--- src/logic/reg_obj_pkg.sv ---
// Purpose: Shared constants of the register-object parameter channel.
// Assumes: One 100 MHz clock, APB register access.
// Notes:   Channel fields are packed most significant first.
package reg_obj_pkg;
   // Request services and attribute numbers
   localparam logic [7:0] GET_SINGLE = 8'h0E;
   localparam logic [7:0] SET_SINGLE = 8'h10;
   localparam logic [7:0] NUM_INST   = 8'h09;
   localparam logic [7:0] ATTR_BAD   = 8'h01;
   localparam logic [7:0] ATTR_DIR   = 8'h02;
   localparam logic [7:0] ATTR_SIZE  = 8'h03;
   localparam logic [7:0] ATTR_DATA  = 8'h04;
   localparam logic [7:0] ATTR_MAXI  = 8'h02;
   localparam logic [7:0] INST_CLASS = 8'h00;
   localparam logic [7:0] INST_WR    = 8'h02;
   localparam logic [7:0] INST_WRV   = 8'h03;
   localparam logic [15:0] SIZE_BITS = 16'h0060;
   localparam logic [7:0] DIR_IN     = 8'h00;
   localparam logic [7:0] DIR_OUT    = 8'h01;
   // Parameter channel layout: index, value, subindex, reserved, 2 x pairs
   localparam int CH_W = 96;
   localparam int IDX_L = 80;
   localparam int VAL_L = 48;
   localparam int SIX_L = 40;
   localparam int RSV_L = 32;
   localparam int SA1_L = 24;
   localparam int SC1_L = 16;
   localparam int SA2_L = 8;
   localparam int SC2_L = 0;
   // Drive parameter service codes
   localparam logic [3:0] DRV_READ = 4'h0;
   localparam logic [3:0] DRV_WRITE = 4'h1;
   localparam logic [3:0] DRV_WRVOL = 4'h2;
   localparam logic [3:0] DRV_MIN = 4'h3;
   localparam logic [3:0] DRV_MAX = 4'h4;
   localparam logic [3:0] DRV_DEF = 4'h5;
   localparam logic [3:0] DRV_SCALE_FACTOR_READ = 4'h6;
   localparam logic [3:0] DRV_ATTR = 4'h7;
   localparam logic [3:0] DRV_NVM = 4'h8;
   // Response status codes
   localparam logic [7:0] RSP_OK = 8'h00;
   localparam logic [7:0] RSP_ERR_SVC = 8'h08;
   localparam logic [7:0] RSP_ERR_RO = 8'h0E;
   localparam logic [7:0] RSP_ERR_ATTR = 8'h14;
   localparam logic [7:0] RSP_ERR_INST = 8'h16;
   localparam logic [7:0] RSP_ERR_DRV = 8'h1F;
   // APB map, event bits and reset values
   localparam logic [7:0] A_STATUS = 8'h00;
   localparam logic [7:0] A_MASK = 8'h04;
   localparam logic [7:0] A_CTRL = 8'h08;
   localparam logic [7:0] A_BAD = 8'h0C;
   localparam logic [7:0] A_STATE = 8'h10;
   localparam int EV_DONE = 0;
   localparam int EV_FAIL = 1;
   localparam int EV_INVAL = 2;
   localparam int EV_W = 3;
   localparam int CTRL_EN = 0;
   localparam logic [31:0] CTRL_RST = 32'h0000_0001;
   localparam int MEM_AW = 4;
endpackage : reg_obj_pkg

--- src/logic/reg_obj.sv ---
// Purpose: Register-object command interpreter for parameter access.
// Assumes: Scanner requests and drive services use valid/ready pairs.
// Notes:   APB slave holds events, mask, control and per-instance flags.
// Overview of operation
// Nine parameter instances; class attribute 2 reports nine.
// Only single-attribute get and set are accepted; other services answer a service error.
// Input instances read only; output instances read and write.
// Get starts read, min, max, default, scale, attribute or NVM read.
// Set writes on 2, volatile write on 3, invalid elsewhere.
// Attribute 1 is the error flag of the last data access, reset 0.
// Attribute 2 reads 00 for input, 01 for output instances.
// Attribute 3 reads 0060 hex, the 96-bit channel length.
// Data attribute requests carry a channel; answers return the same form.
// Channel is index, value, subindex, reserved, two address pairs.
// Invalid set starts nothing, answers error, sets the error flag.
`timescale 1ns/1ps
`default_nettype none
module reg_obj (
   input  wire logic          pclk,
   input  wire logic          presetn,
   input  wire logic [7:0]    paddr,
   input  wire logic          psel,
   input  wire logic          penable,
   input  wire logic          pwrite,
   input  wire logic [31:0]   pwdata,
   output logic      [31:0]   prdata,
   output logic               pready,
   output logic               pslverr,
   output logic               irq,
   input  wire logic          req_valid,
   output logic               req_ready,
   input  wire logic [7:0]    req_service,
   input  wire logic [7:0]    req_instance,
   input  wire logic [7:0]    req_attribute,
   input  wire logic [95:0]   req_data,
   output logic               rsp_valid,
   input  wire logic          rsp_ready,
   output logic      [7:0]    rsp_status,
   output logic      [95:0]   rsp_data,
   output logic               svc_valid,
   input  wire logic          svc_ready,
   output logic      [3:0]    svc_code,
   output logic      [15:0]   svc_index,
   output logic      [31:0]   svc_value,
   output logic      [7:0]    svc_subindex,
   output logic      [7:0]    svc_subaddr1,
   output logic      [7:0]    svc_subchan1,
   output logic      [7:0]    svc_subaddr2,
   output logic      [7:0]    svc_subchan2,
   input  wire logic          svc_done,
   input  wire logic          svc_fail,
   input  wire logic [31:0]   svc_rd_value
);
   typedef enum logic [5:0] {
      ST_IDLE   = 6'b000001,
      ST_DECODE = 6'b000010,
      ST_ISSUE  = 6'b000100,
      ST_WAIT   = 6'b001000,
      ST_READ   = 6'b010000,
      ST_RESP   = 6'b100000
   } state_t;

   state_t                     state;
   logic [7:0]                 svc_q;
   logic [7:0]                 inst_q;
   logic [7:0]                 attr_q;
   logic [95:0]                chan_q;
   logic                       fail_q;
   logic                       load_q;
   logic [9:1]                 bad;
   logic [reg_obj_pkg::EV_W-1:0] status;
   logic [reg_obj_pkg::EV_W-1:0] mask;
   logic [reg_obj_pkg::EV_W-1:0] ev;
   logic [31:0]                ctrl;
   logic                       map_ok;
   logic [3:0]                 map_code;
   logic                       map_dir;
   logic                       is_get;
   logic                       is_set;
   logic                       inst_ok;
   logic                       invalid_set;
   logic                       mem_we;
   logic [95:0]                mem_wdata;
   logic [95:0]                mem_rdata;
   logic                       acc_done;
   logic                       rd_status;

   // Request decode helpers
   assign is_get = (svc_q == reg_obj_pkg::GET_SINGLE);
   assign is_set = (svc_q == reg_obj_pkg::SET_SINGLE);
   assign inst_ok = (inst_q != reg_obj_pkg::INST_CLASS)
                  && (inst_q <= reg_obj_pkg::NUM_INST);
   assign invalid_set = (state == ST_DECODE) && is_set && inst_ok
                      && (attr_q == reg_obj_pkg::ATTR_DATA)
                      && !map_ok;

   svc_map u_map (
      .inst    (inst_q[3:0]),
      .is_set  (is_set),
      .ok      (map_ok),
      .code    (map_code),
      .dir_out (map_dir)
   );

   // Result channel: same layout as the request, value from the drive on a get
   always_comb begin
      mem_wdata = chan_q;
      mem_wdata[reg_obj_pkg::RSV_L +: 8] = 8'h00;
      if (!is_set) mem_wdata[reg_obj_pkg::VAL_L +: 32] = svc_rd_value;
   end
   assign mem_we = (state == ST_WAIT) && svc_done;

   chan_mem u_mem (
      .pclk  (pclk),
      .we    (mem_we),
      .rd_en (state == ST_READ),
      .addr  (inst_q[3:0]),
      .wdata (mem_wdata),
      .rdata (mem_rdata)
   );

   // Accept requests only when idle and enabled
   assign req_ready = (state == ST_IDLE) && ctrl[reg_obj_pkg::CTRL_EN];
   assign rsp_valid = (state == ST_RESP) && !load_q; // Reply loads first
   assign svc_valid = (state == ST_ISSUE);

   // Main sequencer
   always_ff @(posedge pclk or negedge presetn) begin
      if (!presetn) begin
         state <= ST_IDLE;
      end else begin
         case (state)
            ST_IDLE:
               if (req_valid && req_ready) state <= ST_DECODE;
            ST_DECODE:
               if (is_set || is_get) begin
                  if (inst_ok && attr_q == reg_obj_pkg::ATTR_DATA
                      && map_ok) state <= ST_ISSUE;
                  else state <= ST_RESP;
               end else begin
                  state <= ST_RESP;
               end
            ST_ISSUE:
               if (svc_ready) state <= ST_WAIT;
            ST_WAIT:
               if (svc_done) state <= ST_READ;
            ST_READ:
               state <= ST_RESP;
            ST_RESP:
               if (rsp_valid && rsp_ready) state <= ST_IDLE;
            default:
               state <= ST_IDLE;
         endcase
      end
   end

   // Request capture
   always_ff @(posedge pclk or negedge presetn) begin
      if (!presetn) begin
         svc_q <= 8'h00;
         inst_q <= 8'h00;
         attr_q <= 8'h00;
         chan_q <= '0;
      end else if (req_valid && req_ready) begin
         svc_q <= req_service;
         inst_q <= req_instance;
         attr_q <= req_attribute;
         chan_q <= req_data;
      end
   end

   // Drive service fields unpacked from the channel
   always_ff @(posedge pclk or negedge presetn) begin
      if (!presetn) begin
         svc_code <= reg_obj_pkg::DRV_READ;
         svc_index <= 16'h0000;
         svc_value <= 32'h0000_0000;
         svc_subindex <= 8'h00;
         svc_subaddr1 <= 8'h00;
         svc_subchan1 <= 8'h00;
         svc_subaddr2 <= 8'h00;
         svc_subchan2 <= 8'h00;
      end else if (state == ST_DECODE) begin
         svc_code <= map_code;
         svc_index <= chan_q[reg_obj_pkg::IDX_L +: 16];
         svc_value <= chan_q[reg_obj_pkg::VAL_L +: 32];
         svc_subindex <= chan_q[reg_obj_pkg::SIX_L +: 8];
         svc_subaddr1 <= chan_q[reg_obj_pkg::SA1_L +: 8];
         svc_subchan1 <= chan_q[reg_obj_pkg::SC1_L +: 8];
         svc_subaddr2 <= chan_q[reg_obj_pkg::SA2_L +: 8];
         svc_subchan2 <= chan_q[reg_obj_pkg::SC2_L +: 8];
      end
   end

   // Drive outcome and delayed memory load
   always_ff @(posedge pclk or negedge presetn) begin
      if (!presetn) begin
         fail_q <= 1'b0;
         load_q <= 1'b0;
      end else begin
         if (mem_we) fail_q <= svc_fail;
         load_q <= (state == ST_READ);
      end
   end

   // Response data and status
   always_ff @(posedge pclk or negedge presetn) begin
      if (!presetn) begin
         rsp_status <= reg_obj_pkg::RSP_OK;
         rsp_data <= '0;
      end else if (state == ST_DECODE) begin
         rsp_data <= '0;
         rsp_status <= reg_obj_pkg::RSP_OK;
         if (!is_get && !is_set) begin
            rsp_status <= reg_obj_pkg::RSP_ERR_SVC;
         end else if (inst_q == reg_obj_pkg::INST_CLASS) begin
            if (is_get && attr_q == reg_obj_pkg::ATTR_MAXI)
               rsp_data[7:0] <= reg_obj_pkg::NUM_INST;
            else if (is_set)
               rsp_status <= reg_obj_pkg::RSP_ERR_RO;
            else
               rsp_status <= reg_obj_pkg::RSP_ERR_ATTR;
         end else if (!inst_ok) begin
            rsp_status <= reg_obj_pkg::RSP_ERR_INST;
         end else if (attr_q == reg_obj_pkg::ATTR_DATA) begin
            if (!map_ok) rsp_status <= reg_obj_pkg::RSP_ERR_RO;
         end else if (is_set && attr_q >= reg_obj_pkg::ATTR_BAD
                      && attr_q <= reg_obj_pkg::ATTR_SIZE) begin
            rsp_status <= reg_obj_pkg::RSP_ERR_RO;
         end else if (attr_q == reg_obj_pkg::ATTR_BAD) begin
            rsp_data[0] <= bad[inst_q[3:0]];
         end else if (attr_q == reg_obj_pkg::ATTR_DIR) begin
            rsp_data[7:0] <= map_dir ? reg_obj_pkg::DIR_OUT
                                     : reg_obj_pkg::DIR_IN;
         end else if (attr_q == reg_obj_pkg::ATTR_SIZE) begin
            rsp_data[15:0] <= reg_obj_pkg::SIZE_BITS;
         end else begin
            rsp_status <= reg_obj_pkg::RSP_ERR_ATTR;
         end
      end else if (load_q) begin
         rsp_data <= mem_rdata;
         rsp_status <= fail_q ? reg_obj_pkg::RSP_ERR_DRV
                              : reg_obj_pkg::RSP_OK;
      end
   end

   // Per-instance error flags of the data attribute
   genvar gi;
   generate
      for (gi = 1; gi <= 9; gi++) begin : g_bad
         always_ff @(posedge pclk or negedge presetn) begin
            if (!presetn) bad[gi] <= 1'b0;
            else if (inst_q[3:0] == 4'(gi)) begin
               if (invalid_set) bad[gi] <= 1'b1;
               else if (mem_we) bad[gi] <= svc_fail;
            end
         end
      end
   endgenerate

   // Block events
   always_comb begin
      ev = '0;
      ev[reg_obj_pkg::EV_DONE] = rsp_valid && rsp_ready;
      ev[reg_obj_pkg::EV_FAIL] = mem_we && svc_fail;
      ev[reg_obj_pkg::EV_INVAL] = invalid_set;
   end

   // APB: one wait state, answer on the second access cycle
   assign acc_done = psel && penable && pready;
   assign rd_status = acc_done && !pwrite
                    && (paddr == reg_obj_pkg::A_STATUS);
   always_ff @(posedge pclk or negedge presetn) begin
      if (!presetn) pready <= 1'b0;
      else pready <= psel && penable && !pready;
   end

   // Read data and error answer
   always_ff @(posedge pclk or negedge presetn) begin
      if (!presetn) begin
         prdata <= 32'h0000_0000;
         pslverr <= 1'b0;
      end else if (psel && penable && !pready) begin
         prdata <= 32'h0000_0000;
         pslverr <= 1'b0;
         case (paddr)
            reg_obj_pkg::A_STATUS: if (!pwrite) prdata[2:0] <= status;
            reg_obj_pkg::A_MASK:   if (!pwrite) prdata[2:0] <= mask;
            reg_obj_pkg::A_CTRL:   if (!pwrite) prdata <= ctrl;
            reg_obj_pkg::A_BAD:    if (!pwrite) prdata[9:1] <= bad;
            reg_obj_pkg::A_STATE:  if (!pwrite) prdata[5:0] <= state;
            default:               pslverr <= 1'b1;
         endcase
      end
   end

   // Sticky status, cleared by read; a new event wins over the clear
   always_ff @(posedge pclk or negedge presetn) begin
      if (!presetn) status <= '0;
      else status <= (status & {reg_obj_pkg::EV_W{!rd_status}}) | ev;
   end

   // Mask and control writes
   always_ff @(posedge pclk or negedge presetn) begin
      if (!presetn) begin
         mask <= '0;
         ctrl <= reg_obj_pkg::CTRL_RST;
      end else if (acc_done && pwrite) begin
         if (paddr == reg_obj_pkg::A_MASK) mask <= pwdata[2:0];
         if (paddr == reg_obj_pkg::A_CTRL)
            ctrl <= {31'h0000_0000, pwdata[reg_obj_pkg::CTRL_EN]};
      end
   end

   assign irq = |(status & mask);
endmodule : reg_obj
`default_nettype wire

--- src/logic/svc_map.sv ---
// Purpose: Maps instance and request direction to a drive service.
// Assumes: Instance already checked to lie in 1..9.
// Notes:   Purely combinational lookup.
`timescale 1ns/1ps
`default_nettype none
module svc_map (
   input  wire logic [3:0] inst,
   input  wire logic       is_set,
   output logic            ok,
   output logic [3:0]      code,
   output logic            dir_out
);
   // Service table per instance
   always_comb begin
      ok = 1'b1;
      code = reg_obj_pkg::DRV_READ;
      dir_out = 1'b0;
      case (inst)
         4'h2: begin
            dir_out = 1'b1;
            code = is_set ? reg_obj_pkg::DRV_WRITE : reg_obj_pkg::DRV_READ;
         end
         4'h3: begin
            dir_out = 1'b1;
            code = is_set ? reg_obj_pkg::DRV_WRVOL : reg_obj_pkg::DRV_READ;
         end
         4'h4: code = reg_obj_pkg::DRV_MIN;
         4'h5: code = reg_obj_pkg::DRV_MAX;
         4'h6: code = reg_obj_pkg::DRV_DEF;
         4'h7: code = reg_obj_pkg::DRV_SCALE_FACTOR_READ;
         4'h8: code = reg_obj_pkg::DRV_ATTR;
         4'h9: code = reg_obj_pkg::DRV_NVM;
         default: code = reg_obj_pkg::DRV_READ;
      endcase
      // Input instances refuse writes
      if (is_set && !dir_out) ok = 1'b0;
   end
endmodule : svc_map
`default_nettype wire

--- src/logic/chan_mem.sv ---
// Purpose: Holds the last parameter channel of each instance.
// Assumes: One write or one read per cycle.
// Notes:   Read data come from a register, one cycle after rd_en.
`timescale 1ns/1ps
`default_nettype none
module chan_mem (
   input  wire logic                            pclk,
   input  wire logic                            we,
   input  wire logic                            rd_en,
   input  wire logic [reg_obj_pkg::MEM_AW-1:0]  addr,
   input  wire logic [reg_obj_pkg::CH_W-1:0]    wdata,
   output logic      [reg_obj_pkg::CH_W-1:0]    rdata
);
   logic [reg_obj_pkg::CH_W-1:0] mem [0:(1<<reg_obj_pkg::MEM_AW)-1];
   // Write port and registered read port
   always_ff @(posedge pclk) begin
      if (we) mem[addr] <= wdata;
      if (rd_en) rdata <= mem[addr];
   end
endmodule : chan_mem
`default_nettype wire

--- config.mk ---
export PLATFORM = sky130hd
export DESIGN_NAME = reg_obj
export DESIGN_NICKNAME = d
export VERILOG_FILES = /design/src/logic/reg_obj_pkg.sv /design/src/logic/reg_obj.sv /design/src/logic/svc_map.sv /design/src/logic/chan_mem.sv
export SDC_FILE = /design/constraint.sdc
export NUM_CORES = 2
export LEC_CHECK = 0
export ABC_AREA = 1
export ABC_CLOCK_PERIOD_IN_PS = 21300
export CAP_MARGIN = 20
export CORE_UTILIZATION = 55
export DETAILED_ROUTE_END_ITERATION = 10
export DONT_BUFFER_PORTS = 1
export PLACE_DENSITY = 0.75
export SKIP_LAST_GASP = 1
export SLEW_MARGIN = 20
export SYNTH_ARGS = -nofsm -noshare
export SYNTH_HDL_FRONTEND = slang
export SYNTH_SLANG_ARGS = --single-unit
export TNS_END_PERCENT = 50
--- constraint.sdc ---
create_clock -name pclk -period 21.3 [get_ports pclk]
set_input_delay 2.13 -clock pclk [delete_from_list [all_inputs] [get_ports pclk]]
set_output_delay 2.13 -clock pclk [all_outputs]
set_load 0.02 [all_outputs]
==> key figures <==
Place
  – Setup Slack @ Placement: 15930 ps
  – Placer Congestion: 0.848
  – Port Buffer Count: 0
  – HPWL after detailed placement: 87.8 mm
  – Placement Cell Area: 70100 um^2

Global routing
  – GR Util met3: 0.0626
  – GRT Total Usage: 0.274
  – Vias in the first global route: 40700
  – Largest net degree at the start of global routing: 334
  – First-pass GRT wire length: 257 mm
  – Met1 Usage GRT: 0.377
  – GR Util met2: 0.438
  – Gr ovfl total: 0
  – Grt peak-use layer: met2
  – Initial antenna violation count: 4

Pwr
  – Sw Ratio: 0.333
  – Clk pwr share: 0.305
  – Int Power: 6.75 mW
  – Leakage: 27.9 nW
  – Reg power frac: 0.477
  – Net Switching: 3.37 mW
  – Gate power share: 0.218
  – Peak supply drop: 0.103 mV
  – Pwr Density: 133 nW/um^2

Synth
  – Seq/Total Area, Yosys: 0.776
  – Synthesized area per cell: 14.0 um^2
  – Cell variety after synth: 41
  – Synth Cell Area: 68600 um^2
  – Synth Instances: 4887
  – Synth warn: 0
  – Synthesized flop and latch total: 1829

STA
  – Worst Clk Skew: 27.9 ps
  – Min setup slack post-route: 16720 ps
  – # setup viols final: 0
  – Peak Freq: 218 MHz
  – Final hold vios: 0
  – Worst slew pin tran: 1170 ps
  – Final slew viol count: 0
  – Slew margin rel.: 0.223
  – Fin crit share: 0.215
  – Minimum clock period: 4580 ps
  – Unrepaired setup endpoints after global routing: false
  – Final TNS setup: 0 ps

Hold path
  – Min-delay src: u_mem.rdata[82]
  – Hold Path Class: reg2reg

Critical path
  – Highest fanout seen on the critical path: 48
  – RR Startpoint: inst_q[0]
  – Crit Path Category: in2reg
  – Worst setup SP type: primary input
  – CP max stage cell: buf_4
  – CP arrival: 5000 ps
  – Slowest stage delay, CP: 840 ps
  – CP Cell Sequence: inv_1, nor2_2, nand2_1, nor2_4, buf_4, buf_4
  – Crit path from: svc_done
  – CP Capture Type: flop
  – Critical Path Most Common Cell: buf_4
  – Critical Path RT: 21710 ps

Detailed routing
  – Routed WL: 173 mm
  – Pre-antenna DRT Iters: 6
  – WL per Instance: 25.9 um
  – DR vias/cell: 6.18
  – ANT nets after route: 0
  – DRC Markers: 0
  – DRT iter0 DRCs: 5001
  – Via count: 41300

Clock network
  – CTS clock-pin slew for the worst setup and hold paths: 60 ps
  – TritonCTS clock tree: yes
  – Setup bufs post-CTS: 0
  – Cts hold-fix bufs: 0
  – Post-cts resize count: 0
  – Num CTS Buffers: 176
  – Skew-Pair Late Insertion Delay: 820 ps
  – Clk root buf: clkbuf_16
  – TritonCTS Sinks: 1829
  – Htree depth: 4
  – Longest Clk Path Bufs: 3

Run
  – Max-cap violations: 0

Cells and area
  – Fin area: 75900 um^2
  – Final net count: 5089
  – Layout area overhead: 10.6%
  – Layout cell share with drive strength beyond 1: 0.0818

Run status
  – Status: finished, final reports clean

Floorplanning
  – Starting density of the core: 0.555
  – Die width: 355 um
  – I/O pin cnt: 436
  – Die Y: 355 um
  – Core area: 124000 um^2
  – Rows: 129
  – Die area: 126000 um^2
## metal layers
metal  vias up  wire (um)
met5         -          9
met4         2       4260
met3       295      18600
met2      2297      82700
met1     20800      67400
li1      17900          -
## final timing paths
| check | to | slack (ps) | cells past startpoint |
|---|---|---|---|
| min in group asynchronous | rsp_data[41] | 1040 | 0 |
| max | u_mem.mem[13][58] | 16720 | 6 |
| max reg2reg | u_mem.mem[13][58] | 16830 | 6 |
| min reg2reg | rsp_data[82] | 480 | 2 |
| min | rsp_data[82] | 480 | 2 |
| max in group asynchronous | load_q | 19590 | 0 |
## power by group through the flow
stage          registers (mW)  clock network, mW  logic [mW]
2_1_floorplan            4.73                  0        1.57
3_3_place_gp             4.88                  0        2.12
4_1_cts                  4.82               3.11        2.19
5_1_grt                  4.86               3.25        2.43
3_5_place_dp             4.90                  0        2.17
6_report                 4.83               3.09        2.21
## stage by stage
| step | hold WS [ps] | cells | utilization | power [mW] |
|---|---|---|---|---|
| finish | 477 | 6677 | 0.614 | 10.1 |
| floorplan | 441 | 4919 | - | 6.30 |
| global placement | 459 | 6346 | 0.567 | 7.00 |
| global route | 494 | 6671 | 0.614 | 10.5 |
| CTS | 476 | 6671 | 0.614 | 10.1 |
| detailed placement | 464 | 6346 | 0.567 | 7.06 |
## synth_stat cells, drive strengths merged
cell type	number	share of area
edfxtp	1496	0.65
nand2	1418	0.078
a22oi	704	0.077
dfrtp	331	0.12
buf	210	0.018
o21ai	166	0.012
nand3	133	0.0098
inv	120	0.0066
clkbuf	101	0.0055
nand4	97	0.0089
nor2	70	0.0044
nor3	12	0.00095
a21oi	5	0.00036
mux2	3	0.00049
o22ai	3	0.00027
a31oi	2	0.00018
clkinv	2	0.00013
dfstp	2	0.00077
nand3b	2	0.00022
o2111ai	2	0.00026
o31ai	2	0.00022
or2	2	0.00018
and3	1	0.000091
conb	1	0.000055
nor4	1	0.000091
o221ai	1	0.00013
## critical path: cells and delay by family
kind,cells,cell delay (ps)
buffers and inverters,3,1400
AND/OR/NAND/NOR,3,1410
## sequential cells by signal (all words and copies together), names as in the netlist, 5 cells and up
name / cells
svc_subchan2: 8
prdata: 10
svc_subchan1: 8
inst_q: 8
svc_index: 16
bad: 9
state: 6
u_mem.mem: 1408
svc_q: 8
attr_q: 8
svc_subaddr1: 8
rsp_data: 88
svc_subaddr2: 8
u_mem.rdata: 88
chan_q: 88
rsp_status: 5
svc_value: 32
svc_subindex: 8
## cell usage in the layout (no fill, tap or decap), types with 47 or more instances in the layout
cell,instances
a22oi_1,704
buf_4,98
clkbuf_1,47
clkbuf_16,178
dfrtp_1,330
edfxtp_1,1496
inv_1,105
nand2_1,1412
nand3_1,132
nand4_1,96
nor2_1,51
o21ai_0,110
o21ai_1,56
## cell type report
type / instances / area, um^2
antenna: 6 / 15.0
fill: 8798 / 47800
clock inverter: 90 / 956
tap: 1637 / 2050
multi-input combinational: 2657 / 13600
clock buffer: 235 / 4770
timing repair buffer: 101 / 796
sequential: 1829 / 53300
inverter: 122 / 480
## kinds of logic (layout without fill, tap and decap cells)
kind of cell           count (synthesis)  count (layout)  synth area share
other                                  1              39         0.0000547
AO/OA/AOI/OAI                        885             885            0.0906
buffers and inverters                433             548            0.0299
flip-flops                          1829            1829             0.776
multiplexers                           3               3          0.000492
AND/OR/NAND/NOR                     1736            1736             0.103
No activity file was read; power rests on OpenSTA's default activity.
